<file path="src/include/adc_seq_defs.vh">
// What this block does
// reading the result high byte clears the conversion-done flag (bit 7)
// a finish while the flag is still set leaves it set
// start bit launches a sequence only with trigger select 11 and idle
// start bit reads one while the sequence runs, zero after
// trigger select 01 runs sequences back to back; field resets to 11
// rng control 00 runs normally, thirteen unrolled steps; reset value
// rng control 01 steps once, then the field returns to 00 by itself
// rng control 11 stops the generator; 10 is reserved
// software always writes 11 into control one bits 1:0
// reference select decodes internal, input seven, supply, differential 6-7
// decimation select gives 64/7, 128/9, 256/10, 512/12; resets to 01
// last channel up to 7 runs single-ended inputs 0 to last
// last channel 8 to 11 runs differential pairs up to last pair
// last channel 12 to 15 performs one single conversion
// reading last channel returns held result channel plus one
// result high byte is read-only, resets zero, shows result bits 13:6
// conversion-done flag sets when a conversion ends
// triggers: pin rising edge, end of sequence, timer compare, start bit
// channels with disabled inputs are skipped; pairs need both pins
// trigger code 00 is pin rising edge, 10 is timer compare
`ifndef ADC_SEQ_DEFS_VH
`define ADC_SEQ_DEFS_VH
`define ADDR_CTRL_ONE     8'hb4
`define ADDR_CTRL_TWO     8'hb5
`define ADDR_RESULT_HIGH  8'hbb
`define CTRL_ONE_RESET    8'h33
`define CTRL_TWO_RESET    8'h10
`define RESULT_HIGH_RESET 8'h00
`define BIT_DONE          7
`define BIT_START         6
`define TRIG_PIN          2'h0
`define TRIG_FULL         2'h1
`define TRIG_TIMER        2'h2
`define TRIG_SOFT         2'h3
`define RNG_NORMAL        2'h0
`define RNG_STEP_ONCE     2'h1
`define RNG_STOP          2'h3
`define RNG_SEED          16'hffff
`define RNG_UNROLL        13
`define DONE_RESET        1'b0
`define START_RESET       1'b0
`define TRIG_RESET        2'h3
`define RNG_RESET         2'h0
`define LOW_RESET         2'h3
`define SEQUENCE_REFERENCE_SELECT_RESET        2'h0
`define SEQUENCE_DECIMATION_SELECT_RESET        2'h1
`define LAST_CH_RESET     4'h0
`define TRIG_FIELD        5:4
`define RNG_FIELD         3:2
`define LOW_FIELD         1:0
`define SEQUENCE_REFERENCE_SELECT_FIELD        7:6
`define SEQUENCE_DECIMATION_SELECT_FIELD        5:4
`define LAST_CH_FIELD     3:0
`define SETTLE_CYCLES     16
`endif

</file>
<file path="src/verilog/adc_sequence_control_regs.v">
`timescale 1ns/1ps
`include "adc_seq_defs.vh"
module adc_sequence_control_regs (
    input  wire        sys_clk,
    input  wire        srst,
    input  wire [7:0]  addr,
    input  wire [7:0]  wdata,
    input  wire        wr_en,
    input  wire        rd_en,
    input  wire        external_trigger_pin,
    input  wire        timer_compare,
    input  wire [7:0]  input_enable,
    input  wire        conv_done,
    input  wire [13:0] conv_result,
    output reg  [7:0]  rdata,
    output reg         conv_start,
    output reg  [3:0]  conv_channel,
    output reg  [1:0]  conv_reference,
    output reg  [1:0]  conv_decimation,
    output reg  [15:0] rng_value
);
    // ==========================================================
    // state and registers
    localparam [2:0] ST_IDLE = 3'b001;
    localparam [2:0] ST_CONV = 3'b010;
    localparam [2:0] ST_NEXT = 3'b100;
    reg [2:0]  state_q;
    reg        done_q;
    reg        start_q;
    reg [1:0]  trig_q;
    reg [1:0]  rng_ctl_q;
    reg [1:0]  low_q;
    reg [1:0]  sequence_reference_select_q;
    reg [1:0]  sequence_decimation_select_q;
    reg [3:0]  last_ch_q;
    reg [3:0]  held_ch_q;
    reg [7:0]  result_high_q;
    reg        pin_prev_q;
    reg [3:0]  cur_ch_q;
    integer    k;
    reg [15:0] rng_d;

    function [15:0] lfsr_step;
        input [15:0] v;
        begin
            lfsr_step = {v[14:0], v[15] ^ v[13] ^ v[12] ^ v[10]};
        end
    endfunction

    // pair channels need both pins, single ends need their own
    function chan_ok;
        input [3:0] ch;
        input [7:0] en;
        begin
            if (ch[3] == 1'b0)
                chan_ok = en[ch[2:0]];
            else if (ch[3:2] == 2'b10)
                chan_ok = en[{ch[1:0], 1'b0}] & en[{ch[1:0], 1'b1}];
            else
                chan_ok = 1'b1;
        end
    endfunction

    // first channel of a sequence, from last-channel code
    function [3:0] first_ch;
        input [3:0] last;
        begin
            if (last[3] == 1'b0)
                first_ch = 4'h0;
            else if (last[3:2] == 2'b10)
                first_ch = 4'h8;
            else
                first_ch = last;
        end
    endfunction

    // next channel in a sequence; wraps like the four-bit field
    function [3:0] chan_after;
        input [3:0] ch;
        begin
            chan_after = ch + 4'h1;
        end
    endfunction

    // ==========================================================
    // trigger selection
    wire pin_rise = external_trigger_pin & ~pin_prev_q;
    reg  trig_fire;
    always @* begin
        case (trig_q)
            `TRIG_PIN:   trig_fire = pin_rise;
            `TRIG_FULL:  trig_fire = 1'b1;
            `TRIG_TIMER: trig_fire = timer_compare;
            default:     trig_fire = start_q;
        endcase
    end
    wire idle   = state_q == ST_IDLE;
    wire last_c = (cur_ch_q == last_ch_q) || last_ch_q[3:2] == 2'b11;
    wire wr1    = wr_en && addr == `ADDR_CTRL_ONE;
    wire wr2    = wr_en && addr == `ADDR_CTRL_TWO;
    wire rd_hi  = rd_en && addr == `ADDR_RESULT_HIGH;

    // ==========================================================
    // sequencer
    always @(posedge sys_clk) begin
        if (srst) begin
            state_q      <= ST_IDLE;
            cur_ch_q     <= 4'h0;
            conv_start   <= 1'b0;
            conv_channel <= 4'h0;
            pin_prev_q   <= 1'b0;
        end else begin
            pin_prev_q <= external_trigger_pin;
            conv_start <= 1'b0;
            case (state_q)
                ST_IDLE: begin
                    if (trig_fire) begin
                        cur_ch_q <= first_ch(last_ch_q);
                        state_q  <= ST_NEXT;
                    end
                end
                ST_NEXT: begin
                    // skipped channel costs one cycle, no conversion
                    if (chan_ok(cur_ch_q, input_enable)) begin
                        conv_channel <= cur_ch_q;
                        conv_start   <= 1'b1;
                        state_q      <= ST_CONV;
                    end else if (last_c) begin
                        state_q <= ST_IDLE;
                    end else begin
                        cur_ch_q <= chan_after(cur_ch_q);
                    end
                end
                ST_CONV: begin
                    if (conv_done) begin
                        if (last_c) begin
                            state_q <= ST_IDLE;
                        end else begin
                            cur_ch_q <= chan_after(cur_ch_q);
                            state_q  <= ST_NEXT;
                        end
                    end
                end
                default: state_q <= ST_IDLE;
            endcase
        end
    end
    // last channel either converted or skipped ends the sequence
    wire seq_end = (state_q == ST_CONV && conv_done && last_c)
                || (state_q == ST_NEXT && last_c
                    && !chan_ok(cur_ch_q, input_enable));
    wire conv_end = conv_done && (state_q == ST_CONV);

    // ==========================================================
    // conversion-done flag
    reg        done_d;

    always @* begin
        done_d = done_q;
        // set wins over the read clear, so a result is never lost
        if (conv_end)
            done_d = 1'b1;
        else if (rd_hi)
            done_d = 1'b0;
    end

    always @(posedge sys_clk) begin
        if (srst)
            done_q <= `DONE_RESET;
        else
            done_q <= done_d;
    end

    // ==========================================================
    // result high byte and channel read-back
    reg [7:0]  result_high_d;
    reg [3:0]  held_ch_d;

    always @* begin
        result_high_d = result_high_q;
        held_ch_d     = held_ch_q;
        // channel plus one, as software expects on read-back
        if (conv_end) begin
            result_high_d = conv_result[13:6];
            held_ch_d     = chan_after(cur_ch_q);
        end
    end

    always @(posedge sys_clk) begin
        if (srst) begin
            result_high_q <= `RESULT_HIGH_RESET;
            held_ch_q     <= `LAST_CH_RESET;
        end else begin
            result_high_q <= result_high_d;
            held_ch_q     <= held_ch_d;
        end
    end

    // ==========================================================
    // control one fields
    reg [1:0]  trig_d;
    reg [1:0]  rng_ctl_d;
    reg [1:0]  low_d;

    always @* begin
        trig_d    = trig_q;
        rng_ctl_d = rng_ctl_q;
        low_d     = low_q;
        if (wr1) begin
            trig_d    = wdata[`TRIG_FIELD];
            rng_ctl_d = wdata[`RNG_FIELD];
            // reserved bits kept as written, not forced
            low_d     = wdata[`LOW_FIELD];
        end else if (rng_ctl_q == `RNG_STEP_ONCE) begin
            // the single step takes one cycle, then back to normal
            rng_ctl_d = `RNG_NORMAL;
        end
    end

    always @(posedge sys_clk) begin
        if (srst) begin
            trig_q    <= `TRIG_RESET;
            rng_ctl_q <= `RNG_RESET;
            low_q     <= `LOW_RESET;
        end else begin
            trig_q    <= trig_d;
            rng_ctl_q <= rng_ctl_d;
            low_q     <= low_d;
        end
    end

    // ==========================================================
    // software start bit
    reg        start_d;
    wire       soft_go = wr1 && wdata[`BIT_START] && idle
                      && (wdata[`TRIG_FIELD] == `TRIG_SOFT);

    always @* begin
        start_d = start_q;
        // a start written while busy or with another select is dropped
        if (soft_go)
            start_d = 1'b1;
        else if (seq_end)
            start_d = 1'b0;
    end

    always @(posedge sys_clk) begin
        if (srst)
            start_q <= `START_RESET;
        else
            start_q <= start_d;
    end

    // ==========================================================
    // control two fields
    reg [1:0]  sequence_reference_select_d;
    reg [1:0]  sequence_decimation_select_d;
    reg [3:0]  last_ch_d;

    always @* begin
        sequence_reference_select_d    = sequence_reference_select_q;
        sequence_decimation_select_d    = sequence_decimation_select_q;
        last_ch_d = last_ch_q;
        // no interlock: a change mid-sequence is taken at once
        if (wr2) begin
            sequence_reference_select_d    = wdata[`SEQUENCE_REFERENCE_SELECT_FIELD];
            sequence_decimation_select_d    = wdata[`SEQUENCE_DECIMATION_SELECT_FIELD];
            last_ch_d = wdata[`LAST_CH_FIELD];
        end
    end

    always @(posedge sys_clk) begin
        if (srst) begin
            sequence_reference_select_q    <= `SEQUENCE_REFERENCE_SELECT_RESET;
            sequence_decimation_select_q    <= `SEQUENCE_DECIMATION_SELECT_RESET;
            last_ch_q <= `LAST_CH_RESET;
        end else begin
            sequence_reference_select_q    <= sequence_reference_select_d;
            sequence_decimation_select_q    <= sequence_decimation_select_d;
            last_ch_q <= last_ch_d;
        end
    end

    // ==========================================================
    // settings handed to the converter
    // registered copies, so the converter sees clean fields
    always @(posedge sys_clk) begin
        if (srst) begin
            conv_reference  <= `SEQUENCE_REFERENCE_SELECT_RESET;
            conv_decimation <= `SEQUENCE_DECIMATION_SELECT_RESET;
        end else begin
            conv_reference  <= sequence_reference_select_q;
            conv_decimation <= sequence_decimation_select_q;
        end
    end

    // ==========================================================
    // random number generator
    always @* begin
        rng_d = rng_value;
        case (rng_ctl_q)
            `RNG_NORMAL: begin
                for (k = 0; k < `RNG_UNROLL; k = k + 1)
                    rng_d = lfsr_step(rng_d);
            end
            `RNG_STEP_ONCE: rng_d = lfsr_step(rng_value);
            // reserved code 10 is treated as stopped
            default: rng_d = rng_value;
        endcase
    end

    // thirteen steps per clock: deep logic, but fresh on every read
    always @(posedge sys_clk) begin
        if (srst)
            rng_value <= `RNG_SEED;
        else
            rng_value <= rng_d;
    end

    // ==========================================================
    // read port, data the cycle after the strobe and zero otherwise
    // mux first, then one flop so rdata leaves a register
    reg [7:0]  rdata_d;

    always @* begin
        rdata_d = 8'h00;
        if (rd_en) begin
            if (addr == `ADDR_CTRL_ONE)
                rdata_d = {done_q, start_q, trig_q, rng_ctl_q, low_q};
            else if (addr == `ADDR_CTRL_TWO)
                rdata_d = {sequence_reference_select_q, sequence_decimation_select_q, held_ch_q};
            else if (addr == `ADDR_RESULT_HIGH)
                rdata_d = result_high_q;
            else
                rdata_d = 8'h00;
        end
    end

    always @(posedge sys_clk) begin
        if (srst)
            rdata <= 8'h00;
        else
            rdata <= rdata_d;
    end
endmodule

</file>
<file path="config.mk">
export PLATFORM = sky130hd
export DESIGN_NAME = adc_sequence_control_regs
export DESIGN_NICKNAME = d
export VERILOG_FILES = /design/src/verilog/adc_sequence_control_regs.v
export VERILOG_INCLUDE_DIRS = /design/src /design/src/include
export SDC_FILE = /design/constraint.sdc
export NUM_CORES = 1
export LEC_CHECK = 0
export BUFFER_PORTS_ARGS = -buffer_cell sky130_fd_sc_hd__buf_4
export CAP_MARGIN = 20
export CORE_UTILIZATION = 48
export CTS_CLUSTER_DIAMETER = 200
export DETAILED_ROUTE_END_ITERATION = 8
export PLACE_DENSITY = 0.76
export SLEW_MARGIN = 10
export SYNTH_ARGS = -nofsm -noshare
export SYNTH_HDL_FRONTEND = slang
export SYNTH_SLANG_ARGS = --single-unit
</file>
<file path="constraint.sdc">
create_clock -name sys_clk -period 1.9 [get_ports sys_clk]
set_input_delay 0.285 -clock sys_clk [delete_from_list [all_inputs] [get_ports sys_clk]]
set_output_delay 0.285 -clock sys_clk [all_outputs]
set_load 0.02 [all_outputs]
</file>
-- After elaboration in Yosys (flattened, before gate mapping)
Index checks and enable logic that the tools add are counted.
- bits in registers: 69
- input bits: 45
- output and inout bits: 33
- logic and storage cells: 145
- add/subtract/negate cells: 1
- magnitude comparators: 3
- eq/ne operators: 18
- muxes and demuxes: 35
- bitwise operators: 44
- reduce and logical (&&, ||, !) cells: 25
- operators by type and width (operator ; number):
    1-bit bitwise XOR ; 39
    16-bit case mux with 2 select lines ; 1
    8-bit == test (second input constant) ; 3
    8-bit 2-to-1 mux ; 3
    4-bit 2-to-1 mux ; 5
    3-bit 2-to-1 mux ; 6
    3-bit by 4-bit less-than comparator with 1-bit output (second input constant) ; 3
    1-bit 2-to-1 mux ; 12
    4-bit case mux with 3 select lines ; 1
    2-bit == test (second input constant) ; 5
    1-bit logical AND ; 10
    3-bit case mux with 3 select lines ; 1
    2-bit nonzero test ; 4
    2-bit != test (second input constant) ; 3
    4-bit by 1-bit adder with 4-bit output (second input constant) ; 1
    1-bit binary-select mux with 2-bit select ; 2
    2-bit by 1-bit == test with 1-bit output (second input constant) ; 2
    4-bit == test ; 1
    2-bit zero test ; 2
    2-bit 2-to-1 mux ; 2
    4-bit AND reduction ; 1
    2-bit OR reduction ; 2
    1-bit binary-select mux with 3-bit select ; 1
    3-bit by 1-bit == test with 1-bit output (second input constant) ; 1
    other kinds (11) ; 15

-- Depth between registers and ports, before layout
- word-level depth: 10
- depth in mapped cells: 7
- depth with buffers taken out: 6

-- Least setup slack after synthesis
Ideal clock, no wire load.
- kind: register -> register
- from: reg cur_ch_q[2]
- to: reg cur_ch_q[0]
- setup time: 0.117 ns
- arrival: 1.790 ns
- data required time: 1.783 ns
- slack: -0.007 ns
- cell stages (with the launch flop): 8
- buffers on the path: 1
- period minus slack after synthesis: 1.907 ns
- cells stage by stage: dfxtp_1 -> buf_6 -> mux2i_1 -> mux4_1 -> o2bb2a_4 -> a211oi_4 -> o21ai_0 -> a32o_1
- cells in the longest elaborated chain, start to end: 7
- elaborated cells on any way between the ends: 15
- those cells by class: eq/ne (3); mux (10); reduce/logical (2)
- RTL lines (what ; RTL line ; text):
    start, declared ; adc_sequence_control_regs.v:39 ; reg [3:0] cur_ch_q;
    start signal, assigned ; adc_sequence_control_regs.v:118 ; cur_ch_q <= first_ch(last_ch_q);
    start signal, assigned ; adc_sequence_control_regs.v:131 ; cur_ch_q <= chan_after(cur_ch_q);
    start signal, assigned ; adc_sequence_control_regs.v:139 ; cur_ch_q <= chan_after(cur_ch_q);
    1-bit binary-select mux with 3-bit select or 2-bit == test (tied branches) ; adc_sequence_control_regs.v:56, adc_sequence_control_regs.v:57 ;
    1-bit 2-to-1 mux, on equally long branches ; adc_sequence_control_regs.v:56, adc_sequence_control_regs.v:57 ;
    1-bit 2-to-1 mux ; adc_sequence_control_regs.v:55 ; if (ch[3] == 1'b0)
    1-bit 2-to-1 mux ; adc_sequence_control_regs.v:115 ; case (state_q)
    1-bit 2-to-1 mux ; adc_sequence_control_regs.v:106 ; if (srst) begin
    2-bit != test (no source line) ; n/a ;
    4-bit AND reduction (no source line) ; n/a ;
Parallel ways exist; a longest one is shown, timed or not. The select of a mux whose other input is x is not followed.
A chain may end at the register's enable or synchronous reset.

-- Worst setup path in the final report
- from: reg cur_ch_q[2]
- to: reg cur_ch_q[2]
The elaborated chain is that of the path after synthesis.

==> metrics.yaml <==
setup_viol: 0
areaGrowthSynthToFinish_pct: 29.8
vias: 3027
route.detailed.drc: 14
p_per_area_nw_per_um2: 1200
slew-limit-headroom: 0.628
violations: "design-rule violations"
diodes: 0
maxCapViolCount: 0
ys_ff_latch: 69
reg2reg_depth: 6
synth_warnings: 0
r2r_end: "cur_ch_q[2]"
synth_edf_count: 0
worstPathMaxFanout: 9
clkLatencyLatePin_ns: 0.36
clkTransAtPathRegs_ns: 0.08
hold_class: "in -> reg"
min_period_over_period: 0.991
yosys-top-cells-area: "dfxtp_1 43%, xnor2_1 8.1%, nand2_1 6.7%, a21oi_1 5.6%, mux2i_1 5.0%"
ir_drop_uv: 721
fin_ws_ns: 0.0169
synth_cells: 371
dr.pass1.iters: 8
end_kind: "flop"
use_met2: 0.402
die_height_um: 84.0
start_kind: "flop"
ys_seq_area_frac: 0.428
rows: 29
wl_per_cell_um: 15.1
numCtsBuffers: 9
hold_depth: 3
synth_ff_type: "dfxtp_1"
synth_top_area_share: 0.428
final_nets: 501
io_pins: 78
power_mw: 5.04
outcome: "finished, violations left"
yosys.area.top_type: "dfxtp_1"
design.core.area_um2: 6420
antenna_left: 0
hold_buffers: 0
cellLeakagePower_nw: 1.63
rsz0062_at_grt: "yes"
htree_levels: 3
path_class: "reg -> reg"
critPathLaunch: "cur_ch_q[2]"
routed_wl_mm: 8.12
place_congestion: 0.845
die-area_um2: 7050
clock_sinks: 69
r2r_slack_ns: 0.02
syn_nets: 417
via_per_inst: 5.65
syn_area_um2: 3230
dp_worst_setup_slack_ns: -0.120
die_width_um: 84.0
grt_pass1_wl_mm: 13.3
period_needed_ns: 1.88
start_util: 0.502
layout-drive-gt1-share: 0.266
use_met3: 0.0514
dpl.hpwl_mm: 5.77
critPathCapture: "cur_ch_q[2]"
rr_startpoint: "cur_ch_q[2]"
grt-ovfl-total: 0
cts_root_buf: "clkbuf_8"
grt_most_used_layer: "met2"
grt_pass1_vias: 2873
track_usage: 0.237
max_freq_mhz: 531
dr.first_iter.drc_count: 247
cts_tree: "built"
hold_violations: 0
finClkSkew_ns: 0.0122
avgSynthCellArea_um2: 8.70
yosysUniqueCellTypes: 43
grt_max_degree: 23
gr-usage-met1: 0.284
finalMaxSlewViolations: 0
clock_path_buffers: 2
tightest_slew_ns: 0.558
cp.required_ns: 2.15
arrival_ns: 2.14
synth_async_sr_flop_share: 0
numPortBuffers: 71
antenna_found_initial: 0
cell type report:
cell class              count  area, um2
clock inverters             6        111
inverters                   6       22.5
multi-input cells         273       1730
repair buffers             96        721
clock buffers               9        124
well taps                  77       96.3
flip-flops and latches     69       1390
fillers                   550       2230
registers in the layout, indices dropped and copies added, names as in the netlist, 2 cells and up:
name                          cells
result_high_q                     8
state_q                           3
conv_decimation                   2
cur_ch_q                          4
low_q                             2
conv_channel                      4
rdata                             8
rng_ctl_q                         2
held_ch_q                         4
rng_value                        16
sequence_decimation_select_q      2
last_ch_q                         4
sequence_reference_select_q       2
trig_q                            2
conv_reference                    2
power by group:
part | switching [mW] | total (mW) | internal, mW
combinational | 0.856 | 1.79 | 0.933
clock | 0.564 | 1.43 | 0.866
sequential | 0.233 | 1.82 | 1.59
cell families after synthesis:
group | count (synthesis) | synth area share
buf+inv | 29 | 0.0368
mux | 20 | 0.0682
fa+ha+maj | 1 | 0.00388
simple gates | 143 | 0.209
flops | 69 | 0.428
xor+xnor | 35 | 0.0950
compound gates | 74 | 0.159
cells in the mapped netlist (2+ instances only):
cell and count:
nor3b_1 5, nor2b_1 5, nand2_1 58, and2_1 4, nand3_1 28, a31oi_1 2
mux2i_1 16, nor2_1 27, dfxtp_1 69, a211oi_1 3, clkbuf_1 20, a21oi_1 36
o21ai_0 4, buf_2 2, mux2_2 3, xnor2_1 30, a32o_1 2, inv_1 6
nand4b_1 2, xor2_1 5, o211ai_1 12, a222oi_1 8, nand3b_1 4
how the worst min path moves through the flow:
| stage | slack (ns) | end | start |
|---|---|---|---|
| finish | 0.17 | result_high_q[5] | conv_result[11] |
| global route | 0.16 | result_high_q[7] | conv_result[13] |
| CTS | 0.17 | result_high_q[5] | conv_result[11] |
| detailed placement | 0.45 | conv_channel[1] | conv_channel[1] |
| global placement | 0.45 | result_high_q[2] | result_high_q[2] |
| floorplan | 0.41 | pin_prev_q | external_trigger_pin |
worst max-delay path: stages, from the launching register on:
cell      delay [ns]
dfxtp_4         0.42
mux2i_1         0.20
mux4_1          0.25
o2bb2a_4        0.18
a211oi_4        0.34
o31ai_1         0.12
a32o_1          0.26
what timing repair did:
item                       4_1_cts  5_1_grt
pin swaps                        3        1
gates resized for setup          3        1
setup buffers                    3        0
setup endpoints to repair        4        6
layer usage:
layer	routed length, um	vias to the layer above	share of wire
met5	0	-	0
met4	148	0	0.018
met3	501	14	0.062
met2	3960	120	0.49
met1	3510	1421	0.43
li1	-	1472	-
layout by cell type, fill, tap and decap left out, types with 5 or more instances in the layout:
| cell type | count |
|---|---|
| nor2_1 | 27 |
| nor2b_1 | 5 |
| xor2_1 | 5 |
| a222oi_1 | 8 |
| nand3_1 | 28 |
| a21oi_1 | 36 |
| nand2_1 | 58 |
| buf_4 | 96 |
| clkbuf_8 | 9 |
| xnor2_1 | 30 |
| o211ai_1 | 12 |
| nor3b_1 | 5 |
| mux2i_1 | 16 |
| inv_1 | 6 |
| dfxtp_1 | 67 |
metrics by stage:
step / utilization / area (um2) / instances / hold WS, ns / TNS [ns]
floorplan: - / 3230 / 371 / 0.413 / 0
global placement: 0.612 / 3930 / 519 / 0.446 / -0.0613
detailed placement: 0.612 / 3930 / 519 / 0.450 / -0.286
CTS: 0.652 / 4190 / 536 / 0.167 / 0
global route: 0.652 / 4190 / 536 / 0.162 / -0.117
finish: 0.652 / 4190 / 536 / 0.169 / 0
(Power assumes the default switching activity.)
